`src/hdl/adcc_defines.svh`:
```
// register indices, field positions, reset values and timing counts of the converter control
`ifndef ADCC_DEFINES_SVH
`define ADCC_DEFINES_SVH
// register indices; byte address is four times the index
`define ADCC_IDX_TRIG 3'h3
`define ADCC_IDX_RES_LO 3'h4
`define ADCC_IDX_RES_HI 3'h5
`define ADCC_IDX_CSRA 3'h6
`define ADCC_IDX_MUX 3'h7
// control/status A fields
`define ADCC_CSRA_EN 7
`define ADCC_CSRA_START 6
`define ADCC_CSRA_AUTO 5
`define ADCC_CSRA_FLAG 4
`define ADCC_CSRA_IE 3
// input and reference select fields
`define ADCC_MUX_REF1 7
`define ADCC_MUX_REF0 6
`define ADCC_MUX_ALIGN 5
`define ADCC_MUX_REF2 4
// trigger register field
`define ADCC_TRIG_SETTLED 3
`define ADCC_REG_RESET 8'h00
// conversion lengths in converter clock cycles
`define ADCC_CONV_SHORT 5'h0d
`define ADCC_CONV_LONG 5'h19
// reference settling time
`define ADCC_CLK_NS 10
`define ADCC_SETTLE_NS 1000000
`endif

```
`src/hdl/adcc_pkg.sv`:
```
// types shared by the converter control modules
package adcc_pkg;
    typedef enum logic [2:0] {
        ADCC_REF_SUPPLY, ADCC_REF_EXT, ADCC_REF_1V1, ADCC_REF_RSVD,
        ADCC_REF_2V56, ADCC_REF_2V56_CAP
    } adcc_ref_type;
    typedef struct packed {
        logic en, busy, auto_en, flag, ie;
        logic [2:0] div, ref_sel;
        logic align;
        logic [3:0] chan;
        logic [2:0] trig_src;
        logic trig_prev, long_next, long_cur;
        logic [4:0] cnt;
        adcc_ref_type act_ref;
        logic [3:0] act_chan;
        logic gain_20x, diff_mode, temp_on;
        logic [16:0] settle_cnt;
        logic settled, irq, pready, pslverr;
        logic [31:0] prdata;
    } adcc_ctrl_type;
    typedef struct packed {
        logic [6:0] cnt;
        logic tick;
    } adcc_presc_type;
    typedef struct packed {
        logic [9:0] res;
        logic locked;
    } adcc_res_type;
endpackage

```
`src/hdl/adcc_conv_if.sv`:
```
// signals between the control core, the prescaler and the result pair
`timescale 1ns/1ps
`default_nettype none
interface adcc_conv_if;
    logic run, tick, load, align, rd_low, rd_high, rd_low_pend, locked;
    logic [2:0] div;
    logic [9:0] data;
    logic [7:0] lo_byte, hi_byte;
    modport ctrl(output run, div, load, data, align, rd_low, rd_high, rd_low_pend,
                 input tick, lo_byte, hi_byte, locked);
    modport presc(input run, div, output tick);
    modport res(input load, data, align, rd_low, rd_high, rd_low_pend,
                output lo_byte, hi_byte, locked);
endinterface
`default_nettype wire

```
`src/hdl/adcc_prescaler.sv`:
```
// converter clock prescaler: one-cycle tick every 2 to 128 system clocks
`timescale 1ns/1ps
`default_nettype none
module adcc_prescaler (
    // clock and reset
    input wire logic mclk,
    input wire logic rst_n,
    // link to the control core
    adcc_conv_if.presc cif
);
    import adcc_pkg::*;
    adcc_presc_type st_q, st_d;
    logic [6:0] mask;
    // codes 0 and 1 both divide by two, each higher code doubles
    always_comb begin
        st_d = st_q;
        mask = (cif.div <= 3'h1) ? 7'h01 : 7'((8'h01 << cif.div) - 8'h01); // see (RQ19)
        st_d.cnt = cif.run ? st_q.cnt + 7'h01 : 7'h00;
        st_d.tick = cif.run && ((st_q.cnt & mask) == mask);
    end
    always_ff @(posedge mclk) begin
        if (!rst_n) begin
            st_q <= '0;
        end else begin
            st_q <= st_d;
        end
    end
    assign cif.tick = st_q.tick;
endmodule
`default_nettype wire

```
`src/hdl/adcc_result.sv`:
```
// result pair: holds the last result and the low-then-high read lock, and applies the alignment on read
`timescale 1ns/1ps
`default_nettype none
module adcc_result (
    // clock and reset
    input wire logic mclk,
    input wire logic rst_n,
    // link to the control core
    adcc_conv_if.res cif
);
    import adcc_pkg::*;
    adcc_res_type st_q, st_d;
    // a pending low read also blocks the load so the pair read stays coherent
    always_comb begin
        st_d = st_q;
        if (cif.load && !st_q.locked && !cif.rd_low_pend) begin
            st_d.res = cif.data; // see (RQ23)
        end
        if (cif.rd_low) begin
            st_d.locked = 1'b1; // see (RQ20)
        end else if (cif.rd_high) begin
            st_d.locked = 1'b0;
        end
    end
    always_ff @(posedge mclk) begin
        if (!rst_n) begin
            st_q <= '0;
        end else begin
            st_q <= st_d;
        end
    end
    // alignment acts on the read path, so a change shows at once
    assign cif.lo_byte = cif.align ? {st_q.res[1:0], 6'h00} : st_q.res[7:0]; // see (RQ4) (RQ21)
    assign cif.hi_byte = cif.align ? st_q.res[9:2] : {6'h00, st_q.res[9:8]}; // see (RQ22)
    assign cif.locked = st_q.locked;
endmodule
`default_nettype wire

```
`src/hdl/adcc_top.sv`:
```
// converter control core: APB registers, sequencing, input/reference select and result pair
// What this block does
// (RQ1) three reference bits pick supply, pin, 1.1V or 2.56V; 011 reserved
// (RQ2) reference change during conversion applies only after completion
// (RQ3) any reference change makes the next conversion 25 cycles
// (RQ4) alignment bit picks left or right result, effective immediately
// (RQ5) codes 0000-0011 select four single-ended inputs
// (RQ6) codes 0100-1011 select differential pairs; odd codes gain 20x
// (RQ7) codes 0100,0101,1000,1001 tie both inputs to one pin for offset
// (RQ8) 1100 bandgap, 1101 ground, 1110 unused, 1111 temperature sensor on
// (RQ9) channel change during conversion applies only after completion
// (RQ10) internal reference needs 1ms settling with converter enabled
// (RQ11) enable bit powers converter; clearing it aborts a conversion
// (RQ12) start bit write begins conversion; free-running then repeats itself
// (RQ13) first conversion after enabling takes 25 cycles, others 13
// (RQ14) start bit reads one while busy; writing zero does nothing
// (RQ15) auto-trigger starts on rising edge of the selected trigger
// (RQ16) done flag sets when conversion ends and result is loaded
// (RQ17) done flag clears on interrupt vector or writing one
// (RQ18) interrupt asserted while flag, enable and global enable all set
// (RQ19) prescaler divides system clock by 2 to 128
// (RQ20) low byte read locks the pair until high byte read
// (RQ21) left aligned: high byte bits 9-2, low byte bits 1-0 on top
// (RQ22) right aligned: low byte bits 7-0, high byte bits 9-8 at bottom
// (RQ23) result loads with flag set, held while the pair is locked
`timescale 1ns/1ps
`default_nettype none
`include "adcc_defines.svh"
module adcc_top #(
    parameter int SETTLE_CYCLES = `ADCC_SETTLE_NS / `ADCC_CLK_NS
) (
    // clock and reset
    input wire logic mclk,
    input wire logic rst_n,
    // apb slave
    input wire logic psel,
    input wire logic penable,
    input wire logic pwrite,
    input wire logic [4:0] paddr,
    input wire logic [31:0] pwdata,
    output logic [31:0] prdata,
    output logic pready,
    output logic pslverr,
    // analog core
    input wire logic [9:0] conv_data,
    output logic conv_on,
    output logic conv_busy,
    output adcc_pkg::adcc_ref_type ref_sel_eff,
    output logic [3:0] chan_eff,
    output logic gain_20x,
    output logic diff_mode,
    output logic temp_sensor_on,
    output logic ref_settled,
    // triggers and cpu interrupt
    input wire logic [7:0] trig_in,
    input wire logic gie,
    input wire logic irq_ack,
    output logic irq
);
    import adcc_pkg::*;

    // ==========================================================
    // submodules
    adcc_conv_if cif();
    adcc_prescaler u_presc (
        .mclk(mclk),
        .rst_n(rst_n),
        .cif(cif)
    );
    adcc_result u_res (
        .mclk(mclk),
        .rst_n(rst_n),
        .cif(cif)
    );

    // ==========================================================
    // decoders
    function automatic adcc_ref_type ref_decode(input logic [2:0] code);
        adcc_ref_type r;
        r = ADCC_REF_RSVD;
        // top bit is ignored when the low bits are 00 or 01
        casez (code)
            3'b?00: r = ADCC_REF_SUPPLY; // see (RQ1)
            3'b?01: r = ADCC_REF_EXT;
            3'b010: r = ADCC_REF_1V1;
            3'b011: r = ADCC_REF_RSVD;
            3'b110: r = ADCC_REF_2V56;
            3'b111: r = ADCC_REF_2V56_CAP;
            default: r = ADCC_REF_RSVD;
        endcase
        return r;
    endfunction

    adcc_ctrl_type st_q, st_d;
    logic acc, bus_done, mapped, wr, rd, rd_acc;
    logic [2:0] idx;
    logic [7:0] rdata;
    logic en_next, start_wr, trig_sel, trig_edge, done_now, start_req, internal;
    logic [4:0] last_cnt;

    // ==========================================================
    // bus decode: answer one cycle after the access phase begins
    always_comb begin
        idx = paddr[4:2];
        acc = psel && penable;
        bus_done = acc && st_q.pready;
        mapped = (paddr[1:0] == 2'h0) && (idx >= `ADCC_IDX_TRIG);
        wr = bus_done && pwrite && mapped;
        rd = bus_done && !pwrite && mapped;
        rd_acc = acc && !st_q.pready && !pwrite;
        rdata = `ADCC_REG_RESET;
        case (idx)
            `ADCC_IDX_TRIG: rdata = {4'h0, st_q.settled, st_q.trig_src};
            `ADCC_IDX_RES_LO: rdata = cif.lo_byte;
            `ADCC_IDX_RES_HI: rdata = cif.hi_byte;
            `ADCC_IDX_CSRA: rdata = {st_q.en, st_q.busy, st_q.auto_en, st_q.flag,
                                     st_q.ie, st_q.div}; // see (RQ14)
            `ADCC_IDX_MUX: rdata = {st_q.ref_sel[1:0], st_q.align, st_q.ref_sel[2],
                                    st_q.chan};
            default: rdata = `ADCC_REG_RESET;
        endcase
    end

    // link to prescaler and result pair
    assign cif.run = st_q.en;
    assign cif.div = st_q.div;
    assign cif.load = done_now;
    assign cif.data = conv_data;
    assign cif.align = st_q.align;
    assign cif.rd_low = rd && idx == `ADCC_IDX_RES_LO;
    assign cif.rd_high = rd && idx == `ADCC_IDX_RES_HI;
    assign cif.rd_low_pend = acc && !pwrite && idx == `ADCC_IDX_RES_LO;

    // ==========================================================
    // next state
    always_comb begin
        st_d = st_q;
        en_next = st_q.en;
        start_wr = 1'b0;
        // read data is captured before the completing edge
        st_d.pready = acc && !st_q.pready;
        st_d.pslverr = acc && !st_q.pready && !mapped;
        st_d.prdata = (rd_acc && mapped) ? {24'h000000, rdata} : 32'h00000000;
        // register writes
        if (wr) begin
            case (idx)
                `ADCC_IDX_TRIG: st_d.trig_src = pwdata[2:0];
                `ADCC_IDX_CSRA: begin
                    en_next = pwdata[`ADCC_CSRA_EN]; // see (RQ11)
                    start_wr = pwdata[`ADCC_CSRA_START]; // see (RQ12) (RQ14)
                    st_d.auto_en = pwdata[`ADCC_CSRA_AUTO];
                    st_d.ie = pwdata[`ADCC_CSRA_IE];
                    st_d.div = pwdata[2:0];
                end
                `ADCC_IDX_MUX: begin
                    st_d.ref_sel = {pwdata[`ADCC_MUX_REF2], pwdata[`ADCC_MUX_REF1],
                                    pwdata[`ADCC_MUX_REF0]};
                    st_d.align = pwdata[`ADCC_MUX_ALIGN]; // see (RQ4)
                    st_d.chan = pwdata[3:0];
                    if (st_d.ref_sel != st_q.ref_sel) begin
                        st_d.long_next = 1'b1; // see (RQ3)
                    end
                end
                default: st_d.trig_src = st_q.trig_src;
            endcase
        end
        st_d.en = en_next;
        // enabling, even in the same write as a start, lengthens the next conversion
        if (en_next && !st_q.en) begin
            st_d.long_next = 1'b1; // see (RQ13)
        end
        // trigger edge; source zero is free running and has no edge
        trig_sel = trig_in[st_q.trig_src];
        st_d.trig_prev = trig_sel;
        trig_edge = trig_sel && !st_q.trig_prev && st_q.trig_src != 3'h0; // see (RQ15)
        // conversion progress in converter clock ticks
        last_cnt = (st_q.long_cur ? `ADCC_CONV_LONG : `ADCC_CONV_SHORT) - 5'h01;
        done_now = st_q.busy && st_q.en && cif.tick && st_q.cnt == last_cnt; // see (RQ13)
        if (st_q.busy && cif.tick) begin
            st_d.cnt = st_q.cnt + 5'h01;
        end
        if (done_now) begin
            st_d.busy = 1'b0; // see (RQ14)
        end
        start_req = en_next && (start_wr || (st_q.auto_en && (trig_edge ||
                    (done_now && st_q.trig_src == 3'h0)))); // see (RQ12) (RQ15)
        if (!en_next) begin
            st_d.busy = 1'b0; // see (RQ11)
            st_d.cnt = 5'h00;
        end else if (start_req && (!st_q.busy || done_now)) begin
            st_d.busy = 1'b1;
            st_d.cnt = 5'h00;
            st_d.long_cur = st_d.long_next;
            st_d.long_next = 1'b0;
        end
        // selections follow the registers only between conversions
        if (!st_q.busy || done_now) begin
            st_d.act_ref = ref_decode(st_d.ref_sel); // see (RQ2)
            st_d.act_chan = st_d.chan; // see (RQ9) (RQ5)
            st_d.diff_mode = st_d.chan >= 4'h4 && st_d.chan <= 4'hb; // see (RQ6) (RQ7)
            st_d.gain_20x = st_d.diff_mode && st_d.chan[0]; // see (RQ6)
            st_d.temp_on = st_d.chan == 4'hf; // see (RQ8)
        end
        // flag: a completion in the same cycle as a clear wins
        if ((wr && idx == `ADCC_IDX_CSRA && pwdata[`ADCC_CSRA_FLAG]) || irq_ack) begin
            st_d.flag = 1'b0; // see (RQ17)
        end
        if (done_now) begin
            st_d.flag = 1'b1; // see (RQ16)
        end
        st_d.irq = st_d.flag && st_d.ie && gie; // see (RQ18)
        // settling of the internal reference; restarts on any switch
        internal = st_d.act_ref == ADCC_REF_1V1 || st_d.act_ref == ADCC_REF_2V56 ||
                   st_d.act_ref == ADCC_REF_2V56_CAP;
        if (!st_d.en || !internal || st_d.act_ref != st_q.act_ref) begin
            st_d.settle_cnt = 17'(SETTLE_CYCLES); // see (RQ10)
        end else if (st_q.settle_cnt != 17'h00000) begin
            st_d.settle_cnt = st_q.settle_cnt - 17'h00001;
        end
        st_d.settled = st_d.en && internal && st_d.settle_cnt == 17'h00000;
    end

    // ==========================================================
    // state register
    always_ff @(posedge mclk) begin
        if (!rst_n) begin
            st_q <= '0;
            st_q.settle_cnt <= 17'(SETTLE_CYCLES);
        end else begin
            st_q <= st_d;
        end
    end

    // outputs straight from the state register
    assign prdata = st_q.prdata;
    assign pready = st_q.pready;
    assign pslverr = st_q.pslverr;
    assign conv_on = st_q.en;
    assign conv_busy = st_q.busy;
    assign ref_sel_eff = st_q.act_ref;
    assign chan_eff = st_q.act_chan;
    assign gain_20x = st_q.gain_20x;
    assign diff_mode = st_q.diff_mode;
    assign temp_sensor_on = st_q.temp_on;
    assign ref_settled = st_q.settled;
    assign irq = st_q.irq;
endmodule
`default_nettype wire

```
`config.mk`:
```
export PLATFORM = sky130hd
export DESIGN_NAME = adcc_top
export DESIGN_NICKNAME = d
export VERILOG_FILES = /design/src/hdl/adcc_pkg.sv /design/src/hdl/adcc_conv_if.sv /design/src/hdl/adcc_prescaler.sv /design/src/hdl/adcc_result.sv /design/src/hdl/adcc_top.sv
export VERILOG_INCLUDE_DIRS = /design/src /design/src/hdl
export SDC_FILE = /design/constraint.sdc
export NUM_CORES = 1
export LEC_CHECK = 0
export BUFFER_PORTS_ARGS = -buffer_cell sky130_fd_sc_hd__buf_2
export CAP_MARGIN = 20
export CORE_MARGIN = 2
export CORE_UTILIZATION = 47
export CTS_BUF_LIST = sky130_fd_sc_hd__clkbuf_2
export CTS_CLUSTER_SIZE = 40
export DETAILED_ROUTE_END_ITERATION = 8
export GPL_ROUTABILITY_DRIVEN = 1
export PLACE_DENSITY = 0.71
export SYNTH_ARGS = -nofsm -noshare
export SYNTH_HDL_FRONTEND = slang
export SYNTH_HIERARCHICAL = 1
export SYNTH_SLANG_ARGS = --single-unit
```
`constraint.sdc`:
```
create_clock -name mclk -period 6.6 [get_ports mclk]
set_input_delay 0.33 -clock mclk [delete_from_list [all_inputs] [get_ports mclk]]
set_output_delay 0.33 -clock mclk [all_outputs]
set_load 0.01 [all_outputs]
```
==> results of run 1 <==
==> layout make-up <==
type | instances | area [µm²] | share of cell area
Clock buffer | 9 | 45.04 | 0.008926
Sequential cell | 85 | 1702 | 0.3372
Inverter | 14 | 52.55 | 0.01041
Timing Repair Buffer | 71 | 401.6 | 0.07959
Tap cell | 133 | 166.4 | 0.03298
Multi-Input combinational cell | 386 | 2589 | 0.5130
Clock inverter | 7 | 90.09 | 0.01785
==> flip-flops by register name, summed over array words and instances, names as in the netlist <==
register and count:
chan_eff 4, st_q 38, u_presc/cif.tick 1, ref_settled 1
cif.align 1, u_presc/st_q 7, prdata 8, conv_on 1
temp_sensor_on 1, ref_sel_eff 3, u_res/st_q 10, pready 1
irq 1, diff_mode 1, pslverr 1, u_res/cif.locked 1
conv_busy 1, cif.div 3, gain_20x 1
==> power breakdown <==
part	internal [mW]	switching (mW)	total, mW
Combinational	0.0198	0.0275	0.0473
Sequential	0.515	0.000396	0.516
Clock	0.123	0.179	0.303
Total	0.659	0.207	0.866
==> per-layer routing <==
| metal | GRT usage | vias up |
|---|---|---|
| li1 | - | 1858 |
| met1 | 0.2518 | 1719 |
| met2 | 0.3079 | 97 |
| met3 | 0.03650 | 14 |
| met4 | 0.06081 | 0 |
| met5 | 0 | - |
==> metrics by stage <==
stage,total power [mW],util,worst slack [ns]
after floorplan,0.5617,-,4.336
after global placement,0.5684,0.4987,3.643
after detailed placement,0.5694,0.4987,3.611
after CTS,0.8763,0.5189,3.556
after global routing,0.9044,0.5211,3.606
final,0.8659,0.5211,3.757
==> cell usage after synthesis (all sizes together), types with 9 or more instances <==
master  number
a21oi       17
and2        14
buf         52
clkbuf      10
dfxtp       85
inv         14
mux2i       22
mux4        10
nand2       61
nand2b       9
nand3        9
nor2        42
nor2b       19
nor3        12
nor4        10
o21ai       13
or3         10
xnor2       13
==> final timing paths <==
check        slack [ns]       startpoint               to  depth (start not counted)
max reg2reg        3.76           pready      ref_settled                          6
min reg2reg        0.48  u_presc/st_q[1]  u_presc/st_q[1]                          1
max                3.76           pready      ref_settled                          6
min                0.03     conv_data[6]    u_res/st_q[7]                          3
==> worst max-delay path, delay by kind of cell (launching register included) <==
family,cells,cell delay (ns)
AND/OR/NAND/NOR,4,1.66
flip-flops,1,0.40
AO/OA/AOI/OAI,2,0.70
==> placed cells by master, fill, tap and decap left out, types with 3 or more instances in the layout <==
cell type      synthesis  routed
o31ai_1                5       5
o21ai_0               13      13
nand4_1                3       3
a21oi_1               16      16
nor3_1                11      11
xnor2_1               13      13
nor4_1                 9       9
or4_1                  3       3
nor3b_1                7       7
o211a_1                5       5
nor2_1                42      42
a31oi_1                3       3
nand2b_1               9       9
and3b_1                3       3
nand2_1               61      61
ha_1                   6       6
xor2_1                 7       7
conb_1                 1      24
and2_1                13      13
nor4b_1                3       3
mux2i_1               22      22
dlygate4sd3_1          0       7
mux4_2                10      10
or3_1                 10      10
and3_1                 8       8
a21boi_0               8       8
mux2_1                 4       4
buf_2                  8      61
dfxtp_1               85      85
nor2b_1               19      19
nand3_1                8       8
inv_1                 14      14
clkbuf_2               0       9
mux2_2                 4       4
==> kinds of logic after synthesis <==
kind of cell,share of synthesized area
AOI/OAI and AO/OA,0.1047
xor gates and xnor gates,0.03758
adders and majority gates,0.01611
buffers and inverters,0.09799
DFF,0.3651
muxes,0.1149
other,0.0008046
and+or+nand+nor,0.2628
==> reports/results.ini, run 1 <==
[timing]
setup_violations=0
hold_viol=0
fin_skew_ns=0.02876
finalSetupTns_ns=0
slew_violations=0
whs_ns=0.03312
finalCritPeriodShare=0.4308
fin_crit_ns=2.843
rsz0062_at_grt=false
tightest_slew_ns=0.9910
relSlewSlack=0.3364
max_freq_mhz=351.7

[yosys]
yosys_most_used_dff=dfxtp_1
synth_enable_flop_cells=0
syn_area_per_cell_um2=8.895
synth-seq-cells=85
synth_area_leaders=dfxtp_1 (37%), buf_4 (6.3%), nand2_1 (4.9%)
yosysTopAreaCellShare=0.3651
synth_cell_types=67
yosysTopAreaCell=dfxtp_1
synth_area_um2=4661
synth_seq_area_share=0.3651
ys_async_sr_fraction=0
yosysWarnings=6
synthCells=524

[routing]
met1Wirelength_um=4632
ant_nets=0
top_layer_used=met4
drtPass1Iterations=4
wl_met3_um=527
vias_per_cell=5.231
drc_errors=0
vias=3688
drt_iter0_drc=240
post_drt_wl_per_cell_um=14.28
wl_met2_um=4780
drt-total-wl_um=10070

[setup_path]
cp-end-kind=flop
crit_path_max_incr_delay_ns=0.69
crit_path_start_kind=flop
cp.arrival_ns=3.31
worstPathRequired_ns=7.06
path_class=flop to flop
crit_fanout=18
crit_chain=nand3_1 > or3_1 > a221o_1 > a211oi_2 > nand3_2 > nor4_2
crit_slowest_cell=or3_1

[final_layout]
fin_cells=705
antenna_cells=0
layout.nets=635
drive_gt1_frac=0.1888
nFillCells=897
final_area_um2=5046
syn2layout_area_growth_pct=8.268

[clocking]
clockBufferDepth=2
cts_resized=0
cts_root_buffer=clkbuf_2
cts_max_level=3
clock_sinks=85
path_clk_slew_ns=0.24
clkLatencyLatePin_ns=0.53
postCtsSetupRepairBufs=0
hold_buffers=6
cts_tree=done
cts_buffers=9

[place]
placed_area_um2=4830
gp_congestion=0.8420
numPortBuffers=61
dp_cells=681
hpwl_um=7325

[grt]
grt-ovfl-total=0
grt_pass1_vias=3346
groute.usage.overall=0.1883
grt_pass1_wl_um=16400
grt_max_degree=58
antenna_found_initial=1

[die]
die-width_um=103.6
die-height_um=103.6
die_area_um2=10730
rows=36
start_util=0.4813
core_um2=9684
io_pins=110

[outcome]
status=completed

[power_and_ir_drop]
worst_ir_drop_vdd_uv=95.53
p_leak_nw=2.094
power_density_nw_per_um2=171.6

[run]
maxCapViolations=0

[min_path]
hold_path.class=input port to flop

No activity file was read; power rests on OpenSTA's default activity.
==> inputs of run 2 (changes only) <==
PLACE_DENSITY = 0.74   (was 0.71)
clock period = 2.32 ns   (was 6.6 ns; I/O delays follow)
==> reports/results.ini, run 2 (same netlist as run 1, synthesis figures left out) <==
[outcome]
status=completed

[final_layout]
syn2layout_area_growth_pct=16.35
antenna_cells=0  ; unchanged
largest-register=st_q
drive_gt1_frac=0.2231  ; +0.03432
fin_cells=747  ; +6.0%
layout_common_cells=dfxtp_1 (83), buf_2 (61), nand2_1 (60)
nFillCells=856  ; -4.6%
largest_reg_flops=38  ; unchanged
layout.nets=677  ; +6.6%
layout_commonest_cell=dfxtp_1

[setup_path]
crit_chain=nand3_1 > buf_4 > or4b_2 > o22ai_1 > o21ai_0 > nor2_1 > mux2i_1
path_class=flop to flop
cp-end-kind=flop
cp_top_family=simple AND/OR/NAND/NOR gates
crit_buf_inv=1  ; +1
rr_startpoint=pready
crit_path_max_incr_delay_ns=0.65  ; -0.04 ns
cp.arrival_ns=2.68  ; -0.63 ns
crit_slowest_cell=or4b_2
crit_path_start_kind=flop
worstPathRequired_ns=2.81  ; -4.25 ns
r2r_slack_ns=0.13  ; -3.63 ns
crit_fanout=6  ; -12
rr_worst_depth=7  ; +1
r2r-end=st_q[68]

[power_and_ir_drop]
design_power_total_mw=2.365  ; +170%
worst_ir_drop_vdd_uv=226.8  ; +140%
p_leak_nw=2.286  ; +9.2%
power_density_nw_per_um2=436.1  ; +150%

[routing]
met1Wirelength_um=4998  ; +7.9%
vias_per_cell=5.175  ; -1.1%
post_drt_wl_per_cell_um=14.31  ; +0.20%
vias=3866  ; +4.8%
drtPass1Iterations=5  ; +1
drt-total-wl_um=10690  ; +6.2%
wl_met2_um=4897  ; +2.4%
wl_met3_um=569  ; +8.0%
top_layer_used=met4
drt_iter0_drc=264  ; +10%
drc_errors=0  ; unchanged
ant_nets=0  ; unchanged

[timing]
finalCritPeriodShare=0.9437  ; +0.5129
setup_violations=0  ; unchanged
relSlewSlack=0.6287  ; +0.2923
fin_ws_ns=0.1307  ; -3.626 ns
whs_ns=0.08506  ; +0.05194 ns
max_freq_mhz=456.8  ; +30%
slew_violations=0  ; unchanged
fin_skew_ns=0.01962  ; -0.009145 ns
hold_viol=0  ; unchanged
tightest_slew_ns=0.5492  ; -0.4418 ns
fin_crit_ns=2.189  ; -0.6537 ns
finalSetupTns_ns=0  ; unchanged
rsz0062_at_grt=false

[min_path]
hold_path.class=input port to flop
worstHoldPathCells=4  ; +1
min_to=prdata[2]
worstHoldStart=psel

[die]
die-width_um=103.6  ; unchanged
start_util=0.4813  ; unchanged
core_um2=9684  ; unchanged
die_area_um2=10730  ; unchanged
die-height_um=103.6  ; unchanged
rows=36  ; unchanged
io_pins=110  ; unchanged

[grt]
groute.usage.overall=0.2053  ; +0.01698
grt_pass1_wl_um=17750  ; +8.2%
antenna_found_initial=0  ; -1
grt_max_degree=40  ; -31%
grt-ovfl-total=0  ; unchanged
grt_pass1_vias=3689  ; +10%

[place]
dp_cells=703  ; +3.2%
numPortBuffers=61  ; unchanged
preCtsSetupSlack_ns=0.09893  ; -3.512 ns
hpwl_um=7872  ; +7.5%
gp_congestion=0.8758  ; +4.0%

[clocking]
cts_max_level=3  ; unchanged
clockBufferDepth=2  ; unchanged
clock_sinks=85  ; unchanged
clkLatencyLatePin_ns=0.54  ; about the same
path_clk_slew_ns=0.21  ; -0.03 ns
cts_tree=done
cts_buffers=9  ; unchanged
cts_root_buffer=clkbuf_2
postCtsSetupRepairBufs=0  ; unchanged

[run]
maxCapViolations=0  ; unchanged

==> run 2: changes by cell type in the layout (fill, tap and decap cells not counted), sizes merged <==
cell	previous run	this run
buf	64	85
dlygate4sd3	7	28
bufinv	2	1
clkbuf	9	10
clkinv	4	5
clkinvlp	1	0
==> run 2: worst max path at each step <==
stage | start | endpoint | slack (ns) | cells past startpoint
after floorplan | st_q[36] | st_q[43] | 0.06 | 8
final | pready | st_q[68] | 0.13 | 7
after global routing | st_q[37] | ref_settled | 0.02 | 6
after detailed placement | paddr[0] | st_q[49] | 0.1 | 8
after global placement | paddr[0] | st_q[46] | 0.13 | 7
after CTS | st_q[36] | ref_settled | 0.06 | 8
==> run 2: per-stage QoR <==
step                      area (µm²)  utilization
after floorplan                 4747            -
after global placement          4995       0.5158
after detailed placement        4995       0.5158
after CTS                       5374       0.5549
after global routing            5423       0.5599
final                           5423       0.5599
==> run 2: final cells by class <==
class	instances	area (µm²)	area share
Sequential cell	85	1704	0.3143
Tap cell	133	166.4	0.03069
Clock buffer	10	50.05	0.009229
Multi-Input combinational cell	386	2630	0.4850
Inverter	14	52.55	0.009691
Timing Repair Buffer	113	765.7	0.1412
Clock inverter	6	53.80	0.009922
==> run 2: timing repair <==
action                     CTS  global route
pin swaps                    0             0
gates resized for setup      1            10
hold buffers                27             1
setup endpoints to repair    1            13
hold endpoints to repair    38             1
==> run 2: worst register-to-register path: cells and delay by family (launching register included) <==
kind | cells | cell delay (ns)
and+or+nand+nor | 3 | 0.95
muxes | 1 | 0.19
DFF | 1 | 0.39
buffers and inverters | 1 | 0.18
AOI/OAI and AO/OA | 2 | 0.44
==> run 2: power breakdown <==
group | leakage (nW) | total (mW) | switching [mW] | internal (mW)
Combinational | 1.53 | 0.170 | 0.0859 | 0.0836
Clock | 0.0729 | 0.729 | 0.486 | 0.243
Sequential | 0.686 | 1.47 | 0.00113 | 1.47
==> run 2: layer usage <==
layer / GRT usage / vias up
met3: 0.05349 / 18
met1: 0.2718 / 1788
met4: 0.07625 / 0
met5: 0 / -
met2: 0.3240 / 119
li1: - / 1941
==> inputs of run 3 (changes only) <==
PLACE_DENSITY = 0.71   (was 0.74)
clock period = 2.4 ns   (was 2.32 ns; I/O delays follow)
==> reports/results.ini, run 3 (same netlist as run 1, synthesis figures left out) <==
[die]
die-height_um=103.6  ; unchanged
die_area_um2=10730  ; unchanged
core_um2=9684  ; unchanged
start_util=0.4813  ; unchanged
die-width_um=103.6  ; unchanged
io_pins=110  ; unchanged
rows=36  ; unchanged

[outcome]
status=completed

[routing]
drc_errors=0  ; unchanged
drtPass1Iterations=5  ; unchanged
post_drt_wl_per_cell_um=15.01  ; +4.9%
vias=3909  ; +1.1%
ant_nets=0  ; unchanged
vias_per_cell=5.247  ; +1.4%
drt_iter0_drc=180  ; -32%
drt-total-wl_um=11180  ; +4.6%

[clocking]
clkLatencyLatePin_ns=0.58  ; +0.04 ns
path_clk_slew_ns=0.25  ; +0.04 ns
clock_sinks=85  ; unchanged
cts_tree=done
cts_buffers=9  ; unchanged
cts_max_level=3  ; unchanged
clockBufferDepth=2  ; unchanged
cts_root_buffer=clkbuf_2

[final_layout]
largest-register=st_q
drive_gt1_frac=0.2271  ; +0.003997
layout.nets=676  ; -0.15%
layout_commonest_cell=dfxtp_1
nFillCells=896  ; +4.7%
layout_common_cells=dfxtp_1 (82), nand2_1 (61), buf_2 (61)
syn2layout_area_growth_pct=17.50
largest_reg_flops=38  ; unchanged
register_area_um2=1705  ; about the same
antenna_cells=0  ; unchanged
multi_input_area_um2=2679  ; +1.9%

[timing]
hold_viol=0  ; unchanged
fin_skew_ns=0.04418  ; +0.02457 ns
relSlewSlack=0.5590  ; -0.06967
setup_violations=0  ; unchanged
tightest_slew_ns=0.6523  ; +0.1031 ns
max_freq_mhz=438.4  ; -4.0%
finalSetupTns_ns=0  ; unchanged
slew_violations=0  ; unchanged
fin_crit_ns=2.281  ; +0.09161 ns
finalCritPeriodShare=0.9504  ; +0.006716
fin_ws_ns=0.1190  ; -0.01161 ns

[place]
numPortBuffers=61  ; unchanged
hpwl_um=7713  ; -2.0%
preCtsSetupSlack_ns=0.02756  ; -0.07137 ns
gp_congestion=0.8427  ; -3.8%

[grt]
grt_pass1_vias=3716  ; +0.73%
grt_pass1_wl_um=18070  ; +1.8%
antenna_found_initial=0  ; unchanged
grt_max_degree=56  ; +40%
grt-ovfl-total=0  ; unchanged
groute.usage.overall=0.2067  ; +0.001414

[setup_path]
crit_path_start_kind=flop
cp-end-kind=flop
rr_startpoint=pready
crit_slowest_cell=dfxtp_2
worstPathRequired_ns=2.85  ; +0.04 ns
cp.arrival_ns=2.73  ; +0.05 ns
r2r_slack_ns=0.12  ; about the same
crit_path_max_incr_delay_ns=0.40  ; -0.25 ns
rr_worst_depth=7  ; unchanged
crit_fanout=6  ; unchanged
crit_chain=nand3_2 > buf_4 > nor4b_4 > mux2_4 > a211oi_4 > nand3_4 > a211o_1
path_class=flop to flop
critPathCapture=st_q[43]
r2r-end=st_q[43]
cp-startpoint=pready

[power_and_ir_drop]
worst_ir_drop_vdd_uv=192.7  ; -15%
power_density_nw_per_um2=423.7  ; -2.8%
p_leak_nw=2.302  ; +0.70%

[min_path]
hold_path.class=input port to flop
worstHoldStart=trig_in[4]

[run]
maxCapViolations=0  ; unchanged

## run 3: through the flow
stage                 util  instances  cell area [µm²]  hold slack [ns]  total power [mW]
finish              0.5655        745             5477          0.09263             2.320
global route        0.5655        745             5477          0.05060             2.416
CTS                 0.5550        742             5375          0.04550             2.331
detailed placement  0.5140        699             4977           0.3705             1.572
global placement    0.5140        699             4977           0.3681             1.568
floorplan                -        547             4747           0.2361             1.545
## run 3: worst min path at each step
stage,endpoint,depth (start not counted)
floorplan,irq,2
global placement,u_res/st_q[10],3
detailed placement,irq,3
CTS,u_res/cif.locked,4
global route,u_res/cif.locked,4
finish,st_q[70],4
## run 3: final cells by class
class	count	share of cell area
multi-input combinational	387	0.4891
sequential	85	0.3114
timing repair buffer	111	0.1394
tap	133	0.03039
clock inverter	6	0.01188
inverter	14	0.009596
clock buffer	9	0.008225
## run 3: power by group
group          total (mW)  switching, mW  internal [mW]
clock               0.737          0.503          0.234
sequential           1.42        0.00111           1.42
combinational       0.165         0.0852         0.0795
## run 3: routing by layer
layer | wire [µm] | up-vias | track usage
met3 | 514 | 20 | 0.04594
met2 | 5243 | 98 | 0.3316
li1 | - | 1944 | -
met5 | 0 | - | 0
met4 | 354 | 0 | 0.09749
met1 | 5069 | 1847 | 0.2655
## run 3: repair_timing
item / 4_1_cts / 5_1_grt
endpoints found under the hold margin: 39 / 0
setup buffers: 0 / 2
hold buffers: 28 / 0
setup endpoints to repair: 1 / 21
gates resized for setup: 1 / 16
pin swaps: 0 / 3
cloned: 0 / 1
## run 3: critical path: cells and delay by family, from the launching register on
kind,cells,cell delay (ns)
AOI/OAI and AO/OA,2,0.59
buffers and inverters,1,0.19
DFF,1,0.40
muxes,1,0.36
and+or+nand+nor,3,0.63
